### config.mk
export PLATFORM = sky130hd
export DESIGN_NAME = occ_channel_ctrl
export DESIGN_NICKNAME = d
export VERILOG_FILES = /design/src/design/occ_pkg.sv /design/src/design/occ_channel_ctrl.sv /design/src/design/occ_out_ctrl.sv
export SDC_FILE = /design/constraint.sdc
export NUM_CORES = 1
export LEC_CHECK = 0
export ABC_AREA = 1
export BUFFER_PORTS_ARGS = -buffer_cell sky130_fd_sc_hd__buf_2
export CORE_MARGIN = 8
export CORE_UTILIZATION = 30
export CTS_CLUSTER_DIAMETER = 200
export DETAILED_ROUTE_END_ITERATION = 16
export SLEW_MARGIN = 10
export SYNTH_ARGS = -nofsm -noshare
export SYNTH_HDL_FRONTEND = slang
export SYNTH_SLANG_ARGS = --single-unit
### constraint.sdc
create_clock -name sys_clk -period 3.4 [get_ports sys_clk]
set_clock_uncertainty 0.15 [all_clocks]
set_input_delay 0.68 -clock sys_clk [delete_from_list [all_inputs] [get_ports sys_clk]]
set_output_delay 0.68 -clock sys_clk [all_outputs]
set_load 0.05 [all_outputs]
### src/design/occ_pkg.sv
// Constants and types for the output channel and reference control block
package occ_pkg;

  // Output counts: clocks A0 A1 A2 B0 B1 C0 C1 D E0 E1, references A0..D
  localparam int OCC_NUM_CHAN = 5;
  localparam int OCC_NUM_CLK = 10;
  localparam int OCC_NUM_REF = 8;
  // Channel index of each clock and each reference output, three bits each
  localparam logic [29:0] OCC_CLK_CHAN = 30'h24691200;
  localparam logic [23:0] OCC_REF_CHAN = 24'h691200;

  // Register byte offsets
  localparam logic [7:0] OCC_OFS_CHAN_PD = 8'h00;
  localparam logic [7:0] OCC_OFS_CLK_PD = 8'h04;
  localparam logic [7:0] OCC_OFS_CLK_PERMIT = 8'h08;
  localparam logic [7:0] OCC_OFS_CLK_SWING = 8'h0C;
  localparam logic [7:0] OCC_OFS_REF_FUNC = 8'h10;
  localparam logic [7:0] OCC_OFS_REF_PD = 8'h14;
  localparam logic [7:0] OCC_OFS_REF_PERMIT = 8'h18;
  localparam logic [7:0] OCC_OFS_REF_SWING = 8'h1C;
  localparam logic [7:0] OCC_OFS_REF_HOLD = 8'h20;
  localparam logic [7:0] OCC_OFS_SEQ_CTRL = 8'h24;
  localparam logic [7:0] OCC_OFS_SEQ_CMD = 8'h28;
  localparam logic [7:0] OCC_OFS_STATUS = 8'h2C;
  localparam int OCC_NREG = 10;

  // Writable bits and reset values of the stored registers, by index
  localparam logic [31:0] OCC_WMASK [OCC_NREG] = '{
    32'h0000001F, 32'h000003FF, 32'h000003FF, 32'h000FFFFF, 32'h000000FF,
    32'h000000FF, 32'h000000FF, 32'h0000FFFF, 32'h000000FF, 32'h000003FF};
  localparam logic [31:0] OCC_RST [OCC_NREG] = '{
    32'h0000001F, 32'h00000000, 32'h00000000, 32'h00055555, 32'h00000000,
    32'h00000000, 32'h00000000, 32'h00005555, 32'h00000000, 32'h00000001};

  // Field positions
  localparam int OCC_SEQ_LEN_LSB = 0;
  localparam int OCC_SEQ_CONT_BIT = 8;
  localparam int OCC_SEQ_EXT_BIT = 9;
  localparam int OCC_CMD_START_BIT = 0;
  localparam int OCC_CMD_STOP_BIT = 1;
  localparam int OCC_STAT_ACTIVE_BIT = 0;
  localparam int OCC_STAT_CNT_LSB = 8;

  // Bus responses
  localparam logic [1:0] OCC_RESP_OKAY = 2'h0;
  localparam logic [1:0] OCC_RESP_SLVERR = 2'h2;

  typedef enum logic [1:0] {OCC_OFF, OCC_LOW, OCC_ON, OCC_MID} occ_drive_e;
  typedef enum logic {OCC_SEQ_IDLE, OCC_SEQ_RUN} occ_seq_e;

  // Resolved state of one output; swing is 00 unless the output drives
  typedef struct packed {
    occ_drive_e drive;
    logic [1:0] swing;
  } occ_out_s;

endpackage : occ_pkg

### src/design/occ_channel_ctrl.sv
// Output channel configuration and reference sequencing behind an AXI4-Lite slave
`timescale 1ns/1ns
module occ_channel_ctrl import occ_pkg::*; #(
  parameter int ADDR_W = 8
) (
  // Clock, reset, enable
  input wire logic sys_clk,
  input wire logic srst,
  input wire logic clk_en,
  // AXI4-Lite write
  input wire logic [ADDR_W-1:0] s_axi_awaddr,
  input wire logic s_axi_awvalid,
  output logic s_axi_awready,
  input wire logic [31:0] s_axi_wdata,
  input wire logic [3:0] s_axi_wstrb,
  input wire logic s_axi_wvalid,
  output logic s_axi_wready,
  output logic [1:0] s_axi_bresp,
  output logic s_axi_bvalid,
  input wire logic s_axi_bready,
  // AXI4-Lite read
  input wire logic [ADDR_W-1:0] s_axi_araddr,
  input wire logic s_axi_arvalid,
  output logic s_axi_arready,
  output logic [31:0] s_axi_rdata,
  output logic [1:0] s_axi_rresp,
  output logic s_axi_rvalid,
  input wire logic s_axi_rready,
  // Reference event sources
  input wire logic sysref_ext_trig,
  input wire logic sysref_pulse,
  // Output control
  output occ_out_s clk_out_cfg [OCC_NUM_CLK],
  output occ_out_s ref_out_cfg [OCC_NUM_REF],
  output logic [OCC_NUM_REF-1:0] ref_div_shared,
  output logic [OCC_NUM_REF-1:0] ref_delay_own,
  output logic sysref_run
);

  // Stored register index of a byte offset
  function automatic logic [3:0] reg_idx(input logic [7:0] ofs);
    reg_idx = ofs[5:2];
  endfunction : reg_idx

  // Used by both read and write paths to decide SLVERR
  function automatic logic is_mapped(input logic [ADDR_W-1:0] addr);
    is_mapped = (addr[1:0] == 2'h0) && (addr[ADDR_W-1:2] <= ADDR_W'(OCC_OFS_STATUS >> 2));
  endfunction : is_mapped

  function automatic logic [2:0] chan_of(input logic [29:0] map, input int i);
    chan_of = map[3*i +: 3];
  endfunction : chan_of

  // Register file
  logic [31:0] cfg [OCC_NREG];
  logic [31:0] next_cfg [OCC_NREG];

  wire logic [4:0] chan_pd = cfg[reg_idx(OCC_OFS_CHAN_PD)][4:0];
  wire logic [9:0] clk_pd = cfg[reg_idx(OCC_OFS_CLK_PD)][9:0];
  wire logic [9:0] clk_permit = cfg[reg_idx(OCC_OFS_CLK_PERMIT)][9:0];
  wire logic [19:0] clk_swing = cfg[reg_idx(OCC_OFS_CLK_SWING)][19:0];
  wire logic [7:0] ref_func = cfg[reg_idx(OCC_OFS_REF_FUNC)][7:0];
  wire logic [7:0] ref_pd = cfg[reg_idx(OCC_OFS_REF_PD)][7:0];
  wire logic [7:0] ref_permit = cfg[reg_idx(OCC_OFS_REF_PERMIT)][7:0];
  wire logic [15:0] ref_swing = cfg[reg_idx(OCC_OFS_REF_SWING)][15:0];
  wire logic [7:0] ref_hold = cfg[reg_idx(OCC_OFS_REF_HOLD)][7:0];
  wire logic [31:0] seq_ctrl = cfg[reg_idx(OCC_OFS_SEQ_CTRL)];
  wire logic [7:0] burst_len = seq_ctrl[OCC_SEQ_LEN_LSB +: 8];
  wire logic cont_mode = seq_ctrl[OCC_SEQ_CONT_BIT];
  wire logic ext_en = seq_ctrl[OCC_SEQ_EXT_BIT];
  // A zero burst length would never end; it runs as a single pulse
  wire logic [7:0] eff_len = (burst_len == 8'h00) ? 8'h01 : burst_len;

  // AXI state
  logic aw_held, w_held;
  logic [ADDR_W-1:0] aw_addr;
  logic [31:0] w_data;
  logic [3:0] w_strb;
  logic next_aw_held, next_w_held, next_awready, next_wready;
  logic [ADDR_W-1:0] next_aw_addr;
  logic [31:0] next_w_data;
  logic [3:0] next_w_strb;
  logic next_bvalid, next_arready, next_rvalid;
  logic [1:0] next_bresp, next_rresp;
  logic [31:0] next_rdata;
  logic start_cmd, stop_cmd;

  // Sequencer state
  occ_seq_e seq_state, next_seq_state;
  logic [7:0] pulse_cnt, next_pulse_cnt;
  logic next_sysref_run;
  logic [OCC_NUM_REF-1:0] next_ref_div_shared, next_ref_delay_own;

  // External trigger synchroniser and settled level
  logic [2:0] trig_sync;
  logic trig_level, next_trig_level;
  logic trig_edge;

  always_comb begin
    logic do_write;
    logic [3:0] widx;
    do_write = 1'b0;
    widx = 4'h0;
    next_aw_held = aw_held;
    next_aw_addr = aw_addr;
    next_w_held = w_held;
    next_w_data = w_data;
    next_w_strb = w_strb;
    next_bvalid = s_axi_bvalid;
    next_bresp = s_axi_bresp;
    next_cfg = cfg;
    start_cmd = 1'b0;
    stop_cmd = 1'b0;
    if (s_axi_awvalid && s_axi_awready) begin
      next_aw_held = 1'b1;
      next_aw_addr = s_axi_awaddr;
    end
    if (s_axi_wvalid && s_axi_wready) begin
      next_w_held = 1'b1;
      next_w_data = s_axi_wdata;
      next_w_strb = s_axi_wstrb;
    end
    if (s_axi_bvalid && s_axi_bready) begin
      next_bvalid = 1'b0;
    end
    // Both halves are held before the write takes effect; one response at a time
    if (aw_held && w_held && !s_axi_bvalid) begin
      do_write = 1'b1;
      widx = aw_addr[5:2];
      next_aw_held = 1'b0;
      next_w_held = 1'b0;
      next_bvalid = 1'b1;
      next_bresp = is_mapped(aw_addr) ? OCC_RESP_OKAY : OCC_RESP_SLVERR;
    end
    if (do_write && is_mapped(aw_addr)) begin
      if (int'(widx) < OCC_NREG) begin
        for (int b = 0; b < 4; b++) begin
          if (w_strb[b]) begin
            next_cfg[widx][8*b +: 8] = w_data[8*b +: 8] & OCC_WMASK[widx][8*b +: 8];
          end
        end
      end else if (widx == reg_idx(OCC_OFS_SEQ_CMD) && w_strb[0]) begin
        start_cmd = w_data[OCC_CMD_START_BIT];
        stop_cmd = w_data[OCC_CMD_STOP_BIT];
      end
    end
    next_awready = !next_aw_held;
    next_wready = !next_w_held;
  end

  always_comb begin
    logic [3:0] ridx;
    ridx = s_axi_araddr[5:2];
    next_arready = s_axi_arready;
    next_rvalid = s_axi_rvalid;
    next_rdata = s_axi_rdata;
    next_rresp = s_axi_rresp;
    if (s_axi_rvalid && s_axi_rready) begin
      next_rvalid = 1'b0;
      next_arready = 1'b1;
    end
    if (s_axi_arvalid && s_axi_arready) begin
      next_arready = 1'b0;
      next_rvalid = 1'b1;
      next_rdata = 32'h00000000;
      next_rresp = OCC_RESP_OKAY;
      if (!is_mapped(s_axi_araddr)) begin
        next_rresp = OCC_RESP_SLVERR;
      end else if (int'(ridx) < OCC_NREG) begin
        next_rdata = cfg[ridx];
      end else if (ridx == reg_idx(OCC_OFS_STATUS)) begin
        next_rdata[OCC_STAT_ACTIVE_BIT] = (seq_state == OCC_SEQ_RUN);
        next_rdata[OCC_STAT_CNT_LSB +: 8] = pulse_cnt;
      end
    end
  end

  always_ff @(posedge sys_clk) begin
    if (srst) begin
      cfg <= OCC_RST;
      aw_held <= 1'b0;
      aw_addr <= '0;
      w_held <= 1'b0;
      w_data <= 32'h00000000;
      w_strb <= 4'h0;
      s_axi_awready <= 1'b0;
      s_axi_wready <= 1'b0;
      s_axi_bvalid <= 1'b0;
      s_axi_bresp <= OCC_RESP_OKAY;
      s_axi_arready <= 1'b0;
      s_axi_rvalid <= 1'b0;
      s_axi_rdata <= 32'h00000000;
      s_axi_rresp <= OCC_RESP_OKAY;
    end else if (clk_en) begin
      cfg <= next_cfg;
      aw_held <= next_aw_held;
      aw_addr <= next_aw_addr;
      w_held <= next_w_held;
      w_data <= next_w_data;
      w_strb <= next_w_strb;
      s_axi_awready <= next_awready;
      s_axi_wready <= next_wready;
      s_axi_bvalid <= next_bvalid;
      s_axi_bresp <= next_bresp;
      // Ready rises one cycle after reset so no address is taken mid-reset
      s_axi_arready <= next_arready | (!s_axi_arready && !s_axi_rvalid);
      s_axi_rvalid <= next_rvalid;
      s_axi_rdata <= next_rdata;
      s_axi_rresp <= next_rresp;
    end
  end

  // Trigger pin: a new level counts only once stages two and three agree
  always_comb begin
    next_trig_level = (trig_sync[1] == trig_sync[2]) ? trig_sync[2] : trig_level;
    trig_edge = next_trig_level && !trig_level;
  end

  always_ff @(posedge sys_clk) begin
    if (srst) begin
      trig_sync <= 3'h0;
      trig_level <= 1'b0;
    end else if (clk_en) begin
      trig_sync <= {trig_sync[1:0], sysref_ext_trig};
      trig_level <= next_trig_level;
    end
  end

  // Reference event sequencer
  always_comb begin
    next_seq_state = seq_state;
    next_pulse_cnt = pulse_cnt;
    unique case (seq_state)
      OCC_SEQ_IDLE: begin
        if (start_cmd || (ext_en && trig_edge)) begin
          next_seq_state = OCC_SEQ_RUN;
          next_pulse_cnt = 8'h00;
        end
      end
      OCC_SEQ_RUN: begin
        if (stop_cmd) begin
          next_seq_state = OCC_SEQ_IDLE;
        end else if (sysref_pulse && !cont_mode) begin
          next_pulse_cnt = pulse_cnt + 8'h01;
          if (next_pulse_cnt >= eff_len) begin
            next_seq_state = OCC_SEQ_IDLE;
          end
        end
      end
    endcase
    next_sysref_run = (next_seq_state == OCC_SEQ_RUN);
    next_ref_div_shared = ref_func;
    next_ref_delay_own = ref_func;
  end

  always_ff @(posedge sys_clk) begin
    if (srst) begin
      seq_state <= OCC_SEQ_IDLE;
      pulse_cnt <= 8'h00;
      sysref_run <= 1'b0;
      ref_div_shared <= '0;
      ref_delay_own <= '0;
    end else if (clk_en) begin
      seq_state <= next_seq_state;
      pulse_cnt <= next_pulse_cnt;
      sysref_run <= next_sysref_run;
      ref_div_shared <= next_ref_div_shared;
      ref_delay_own <= next_ref_delay_own;
    end
  end

  // Clock outputs: channel and own power-down, own permit and swing; E has no reference
  for (genvar i = 0; i < OCC_NUM_CLK; i++) begin : g_clk
    occ_out_ctrl u_out (
      .sys_clk(sys_clk),
      .srst(srst),
      .clk_en(clk_en),
      .power_down(chan_pd[chan_of(OCC_CLK_CHAN, i)] | clk_pd[i]),
      .drive_permit(clk_permit[i]),
      .swing_select(clk_swing[2*i +: 2]),
      .ref_function(1'b0),
      .seq_active(1'b0),
      .idle_hold(1'b0),
      .out_cfg(clk_out_cfg[i])
    );
  end

  // Reference outputs in reference function ignore their own power-down bit
  for (genvar r = 0; r < OCC_NUM_REF; r++) begin : g_ref
    occ_out_ctrl u_out (
      .sys_clk(sys_clk),
      .srst(srst),
      .clk_en(clk_en),
      .power_down(chan_pd[chan_of({6'h00, OCC_REF_CHAN}, r)] | (ref_pd[r] & !ref_func[r])),
      .drive_permit(ref_permit[r]),
      .swing_select(ref_swing[2*r +: 2]),
      .ref_function(ref_func[r]),
      .seq_active(seq_state == OCC_SEQ_RUN),
      .idle_hold(ref_hold[r]),
      .out_cfg(ref_out_cfg[r])
    );
  end

  property p_burst_end;
    @(posedge sys_clk) disable iff (srst)
      (clk_en && seq_state == OCC_SEQ_RUN && !cont_mode && !stop_cmd && sysref_pulse
       && (pulse_cnt + 8'h01) == eff_len) |=> (seq_state == OCC_SEQ_IDLE && !sysref_run);
  endproperty
  a_burst_end: assert property (p_burst_end) else $error("burst did not end on count");

  property p_cont_holds;
    @(posedge sys_clk) disable iff (srst)
      (clk_en && seq_state == OCC_SEQ_RUN && cont_mode && !stop_cmd)
      |=> (seq_state == OCC_SEQ_RUN);
  endproperty
  a_cont_holds: assert property (p_cont_holds) else $error("continuous event stopped");

  property p_ref_on;
    @(posedge sys_clk) disable iff (srst)
      (clk_en && seq_state == OCC_SEQ_IDLE && start_cmd)
      |=> (seq_state == OCC_SEQ_RUN && sysref_run);
  endproperty
  a_ref_on: assert property (p_ref_on) else $error("event did not start on command");

  property p_route;
    @(posedge sys_clk) disable iff (srst)
      clk_en |=> (ref_div_shared == $past(ref_func) && ref_delay_own == $past(ref_func));
  endproperty
  a_route: assert property (p_route) else $error("divider or delay routing wrong");

endmodule : occ_channel_ctrl

### src/design/occ_out_ctrl.sv
// Resolves the drive state of one clock or reference output
`timescale 1ns/1ns
module occ_out_ctrl import occ_pkg::*; (
  // Clock, reset, enable
  input wire logic sys_clk,
  input wire logic srst,
  input wire logic clk_en,
  // Settings
  input wire logic power_down,
  input wire logic drive_permit,
  input wire logic [1:0] swing_select,
  input wire logic ref_function,
  input wire logic seq_active,
  input wire logic idle_hold,
  // Resolved state
  output occ_out_s out_cfg
);

  occ_out_s next_out_cfg;

  always_comb begin
    next_out_cfg.drive = OCC_OFF;
    next_out_cfg.swing = 2'h0;
    if (power_down) begin
      next_out_cfg.drive = OCC_OFF;
    end else if (ref_function && !seq_active) begin
      next_out_cfg.drive = idle_hold ? OCC_MID : OCC_OFF;
    end else if (!drive_permit) begin
      next_out_cfg.drive = OCC_LOW;
    end else begin
      next_out_cfg.drive = OCC_ON;
      next_out_cfg.swing = swing_select;
    end
  end

  always_ff @(posedge sys_clk) begin
    if (srst) begin
      out_cfg <= '{drive: OCC_OFF, swing: 2'h0};
    end else if (clk_en) begin
      out_cfg <= next_out_cfg;
    end
  end

  property p_pd_off;
    @(posedge sys_clk) disable iff (srst)
      (clk_en && power_down) |=> (out_cfg.drive == OCC_OFF && out_cfg.swing == 2'h0);
  endproperty
  a_pd_off: assert property (p_pd_off) else $error("powered-down output not off");

  property p_permit_low;
    @(posedge sys_clk) disable iff (srst)
      (clk_en && !power_down && !drive_permit && (!ref_function || seq_active))
      |=> (out_cfg.drive == OCC_LOW && out_cfg.swing == 2'h0);
  endproperty
  a_permit_low: assert property (p_permit_low) else $error("unpermitted output not low");

  property p_swing;
    @(posedge sys_clk) disable iff (srst)
      (clk_en && !power_down && drive_permit && (!ref_function || seq_active))
      |=> (out_cfg.drive == OCC_ON && out_cfg.swing == $past(swing_select));
  endproperty
  a_swing: assert property (p_swing) else $error("enabled output swing wrong");

  property p_idle_hold;
    @(posedge sys_clk) disable iff (srst)
      (clk_en && !power_down && ref_function && !seq_active)
      |=> (out_cfg.drive == ($past(idle_hold) ? OCC_MID : OCC_OFF));
  endproperty
  a_idle_hold: assert property (p_idle_hold) else $error("idle reference state wrong");

endmodule : occ_out_ctrl

==> flow_metrics.tcl <==
set metrics [dict create \
    async_reset_ff_share_pct 0 \
    clk_path_buf_depth 3 \
    place_area_um2 16200 \
    ys_warn_count 0 \
    dieWidth_um 239 \
    final_cell_area_um2 17400 \
    core_region_area_um2 49000 \
    grt_pass1_vias 12744 \
    ant_nets 0 \
    r2r_cells 16 \
    outcome "finished, final reports clean" \
    ir_drop_mv 0.262 \
    path_class "flip-flop to flip-flop" \
    cap_violations 0 \
    grt_max_degree 135 \
    synth_area_um2 14900 \
    leakage_nw 6.97 \
    ys_seq_elements 354 \
    clkLatencyLatePin_ns 0.54 \
    ys_seq_area_share_pct 47.7 \
    synth.avg_cell_area_um2 7.67 \
    layout-drive-gt1-share_pct 15.1 \
    wire_per_inst_um 18.3 \
    die_area_um2 56900 \
    hold_start "sysref_ext_trig" \
    rsz0062_at_grt "false" \
    first_iter_violations 1039 \
    cpMaxStageDelayCell "dfxtp_1" \
    fmax_mhz 371 \
    dr.pass1.iters 6 \
    wl_um 49900 \
    clock_sinks 354 \
    setup_ws_ns 0.702 \
    slowest_delay_ns 0.39 \
    stdcell_count 2735 \
    cts_hold_buf 0 \
    finalPower_mw 8.72 \
    synth_edf_count 0 \
    layout_worst_path_cycle_share_pct 79.4 \
    slew_headroom_pct 22.7 \
    finalSetupTns_ns 0 \
    reg2reg_slack_ns 0.70 \
    dp_hpwl_um 36900 \
    min_path_cells 3 \
    nets 2117 \
    utilization_pct 35.5 \
    cp-start-kind "flip-flop" \
    cp.arrival_ns 2.93 \
    crit_top_cell "nand2_1" \
    critical_path.cell_chain "inv_1, nor3_1, nand3_1, nor2_1, nand3_1, and2_1, ha_1, nand2_1, nor2_1, nand4_1, nand3_1, nand2_1, nand2_1, nand2_1, nand2_1, a21oi_1" \
    setup_viol 0 \
    cp.required_ns 3.63 \
    power-per-cell-area_nw_per_um2 502 \
    cp_max_fo 4 \
    via_count 13756 \
    track_usage_pct 16.8 \
    gr-total-overflow 0 \
    post_cts_buffers 0 \
    cts_buffers 38 \
    r2r_end "seq_state" \
    finalHoldViolCount 0 \
    multi_input_area_um2 6450 \
    r2r_start "pulse_cnt[0]" \
    via_per_inst 5.03 \
    antennaDiodeCount 0 \
    num_io_pins 192 \
    ctsResizeCount 0 \
    tightestPinTransition_ns 1.16 \
    seq_area_um2 7090 \
    initial_core_util_pct 30.3 \
    grt_pass1_wl_um 75200 \
    cts_tree "built" \
    dp_cells 2670 \
    synthDistinctLibCells 43 \
    clk_pin_slew_ns 0.06 \
    syn_inst 1936 \
    synthFlopType "dfxtp_1" \
    drc 0 \
    cp-end-kind "flip-flop" \
    fill_cells 5031 \
    ctsRootBufferMaster "clkbuf_16" \
    period_needed_ns 2.70 \
    rows 81 \
    drv_slew 0 \
    worstHoldEndpoint "trig_sync[0]" \
    htree_levels 2 \
    area_delta_synth_final_pct 17.0 \
    die_height_um 239 \
    port_buffers 172 \
    place_congestion 0.913 \
    hp-class "input pin to flip-flop" \
    holdWs_ns 0.229 \
    antenna_found_initial 2 \
    dp_slack_ns 0.642 \
]
==> layout make-up <==
type	count	area share, %
Tap cell	664	4.78
Timing Repair Buffer	199	6.31
Inverter	188	4.10
Clock buffer	57	6.57
Clock inverter	8	0.360
Multi-Input combinational cell	1265	37.1
Sequential cell	354	40.8
==> flip-flops by register name, summed over array words and instances (netlist names), 3 cells and up <==
name                 cells
w_strb                   3
trig_sync                3
g_ref.u_out.out_cfg     32
g_clk.u_out.out_cfg     40
w_data                  20
aw_addr                  8
ref_delay_own            8
s_axi_rdata             21
seq_ctrl                20
pulse_cnt                8
cfg                    180
==> worst max path at each step <==
stage	from	to	slack (ns)	cells after the start
after floorplan	pulse_cnt[0]	seq_state	1.07	17
after global placement	clk_en	s_axi_rdata[15]	0.68	6
after detailed placement	clk_en	s_axi_rdata[15]	0.64	6
after CTS	pulse_cnt[0]	seq_state	0.70	16
after global routing	pulse_cnt[0]	seq_state	0.33	16
final	pulse_cnt[0]	seq_state	0.70	16
==> synthesized netlist by cell type, types with 5 or more instances <==
master	n	area share (%)
dfxtp_1	354	48
nand2_1	303	7.7
a21oi_1	263	8.9
o21ai_0	226	7.6
inv_1	176	4.4
nor2_1	102	2.6
nand3_1	92	3.1
clkbuf_1	85	2.1
nor3_1	59	2.0
nor3b_1	47	2.4
o211ai_1	46	2.3
buf_4	23	1.2
nand4_1	21	0.88
nor2_2	14	0.59
buf_1	12	0.30
nor2_4	12	0.91
buf_2	10	0.34
o21ai_1	10	0.34
ha_1	9	0.76
mux2i_1	8	0.54
a211oi_1	7	0.35
inv_2	7	0.18
nand2_4	7	0.53
nand2_2	6	0.25
xor2_1	5	0.29
==> layout by cell type (no fill, tap or decap), types with 5 or more instances in the layout <==
cell | Yosys | layout
dfxtp_1 | 354 | 354
nor3b_1 | 47 | 47
mux2i_1 | 8 | 8
inv_2 | 7 | 7
ha_1 | 9 | 9
conb_1 | 1 | 6
nand2_1 | 303 | 303
o21ai_1 | 10 | 10
xor2_1 | 5 | 5
nand2_2 | 6 | 6
clkbuf_16 | 0 | 38
nand3_1 | 92 | 91
nor2_4 | 12 | 12
inv_1 | 176 | 175
clkinv_2 | 1 | 5
o211ai_1 | 46 | 46
nor2_1 | 102 | 102
nor2_2 | 14 | 14
o21ai_0 | 226 | 226
a21oi_1 | 263 | 263
nor3_1 | 59 | 59
buf_2 | 10 | 170
buf_4 | 23 | 26
nand4_1 | 21 | 21
clkbuf_8 | 0 | 12
a211oi_1 | 7 | 7
clkbuf_1 | 85 | 7
nand2_4 | 7 | 7
==> worst max-delay path: cells and delay by family, from the launching register on <==
family / cells / cell delay [ns]
AO/OA/AOI/OAI: 1 / 0.05
buffers and inverters: 1 / 0.10
flip-flops: 1 / 0.39
AND/OR/NAND/NOR: 13 / 1.56
adder cells (fa/ha/maj): 1 / 0.30
==> layer usage <==
layer / track usage [%] / wire length [µm] / vias to the layer above
met5: 0 / 24 / -
met4: 4.67 / 1270 / 4
met3: 3.86 / 4070 / 80
met2: 26.4 / 22100 / 528
met1: 22.9 / 22500 / 6455
li1: - / - / 6689
==> logic make-up (layout without fill, tap and decap cells) <==
| kind of cell | after synthesis | after routing | share of synthesized area, % |
|---|---|---|---|
| buf+inv | 322 | 452 | 9.03 |
| mux | 8 | 8 | 0.539 |
| xor+xnor | 5 | 5 | 0.295 |
| simple gates | 670 | 670 | 21.4 |
| other cells | 1 | 6 | 0.0252 |
| flops | 354 | 354 | 47.7 |
| fa+ha+maj | 9 | 9 | 0.758 |
| compound gates | 567 | 567 | 20.3 |
==> power breakdown <==
part           switching [mW]  internal, mW  total [mW]
Sequential             0.0236          4.18        4.20
Clock                    1.69          2.32        4.01
Combinational           0.380         0.123       0.503
Total                    2.10          6.62        8.72
No activity file was read; power rests on OpenSTA's default activity.
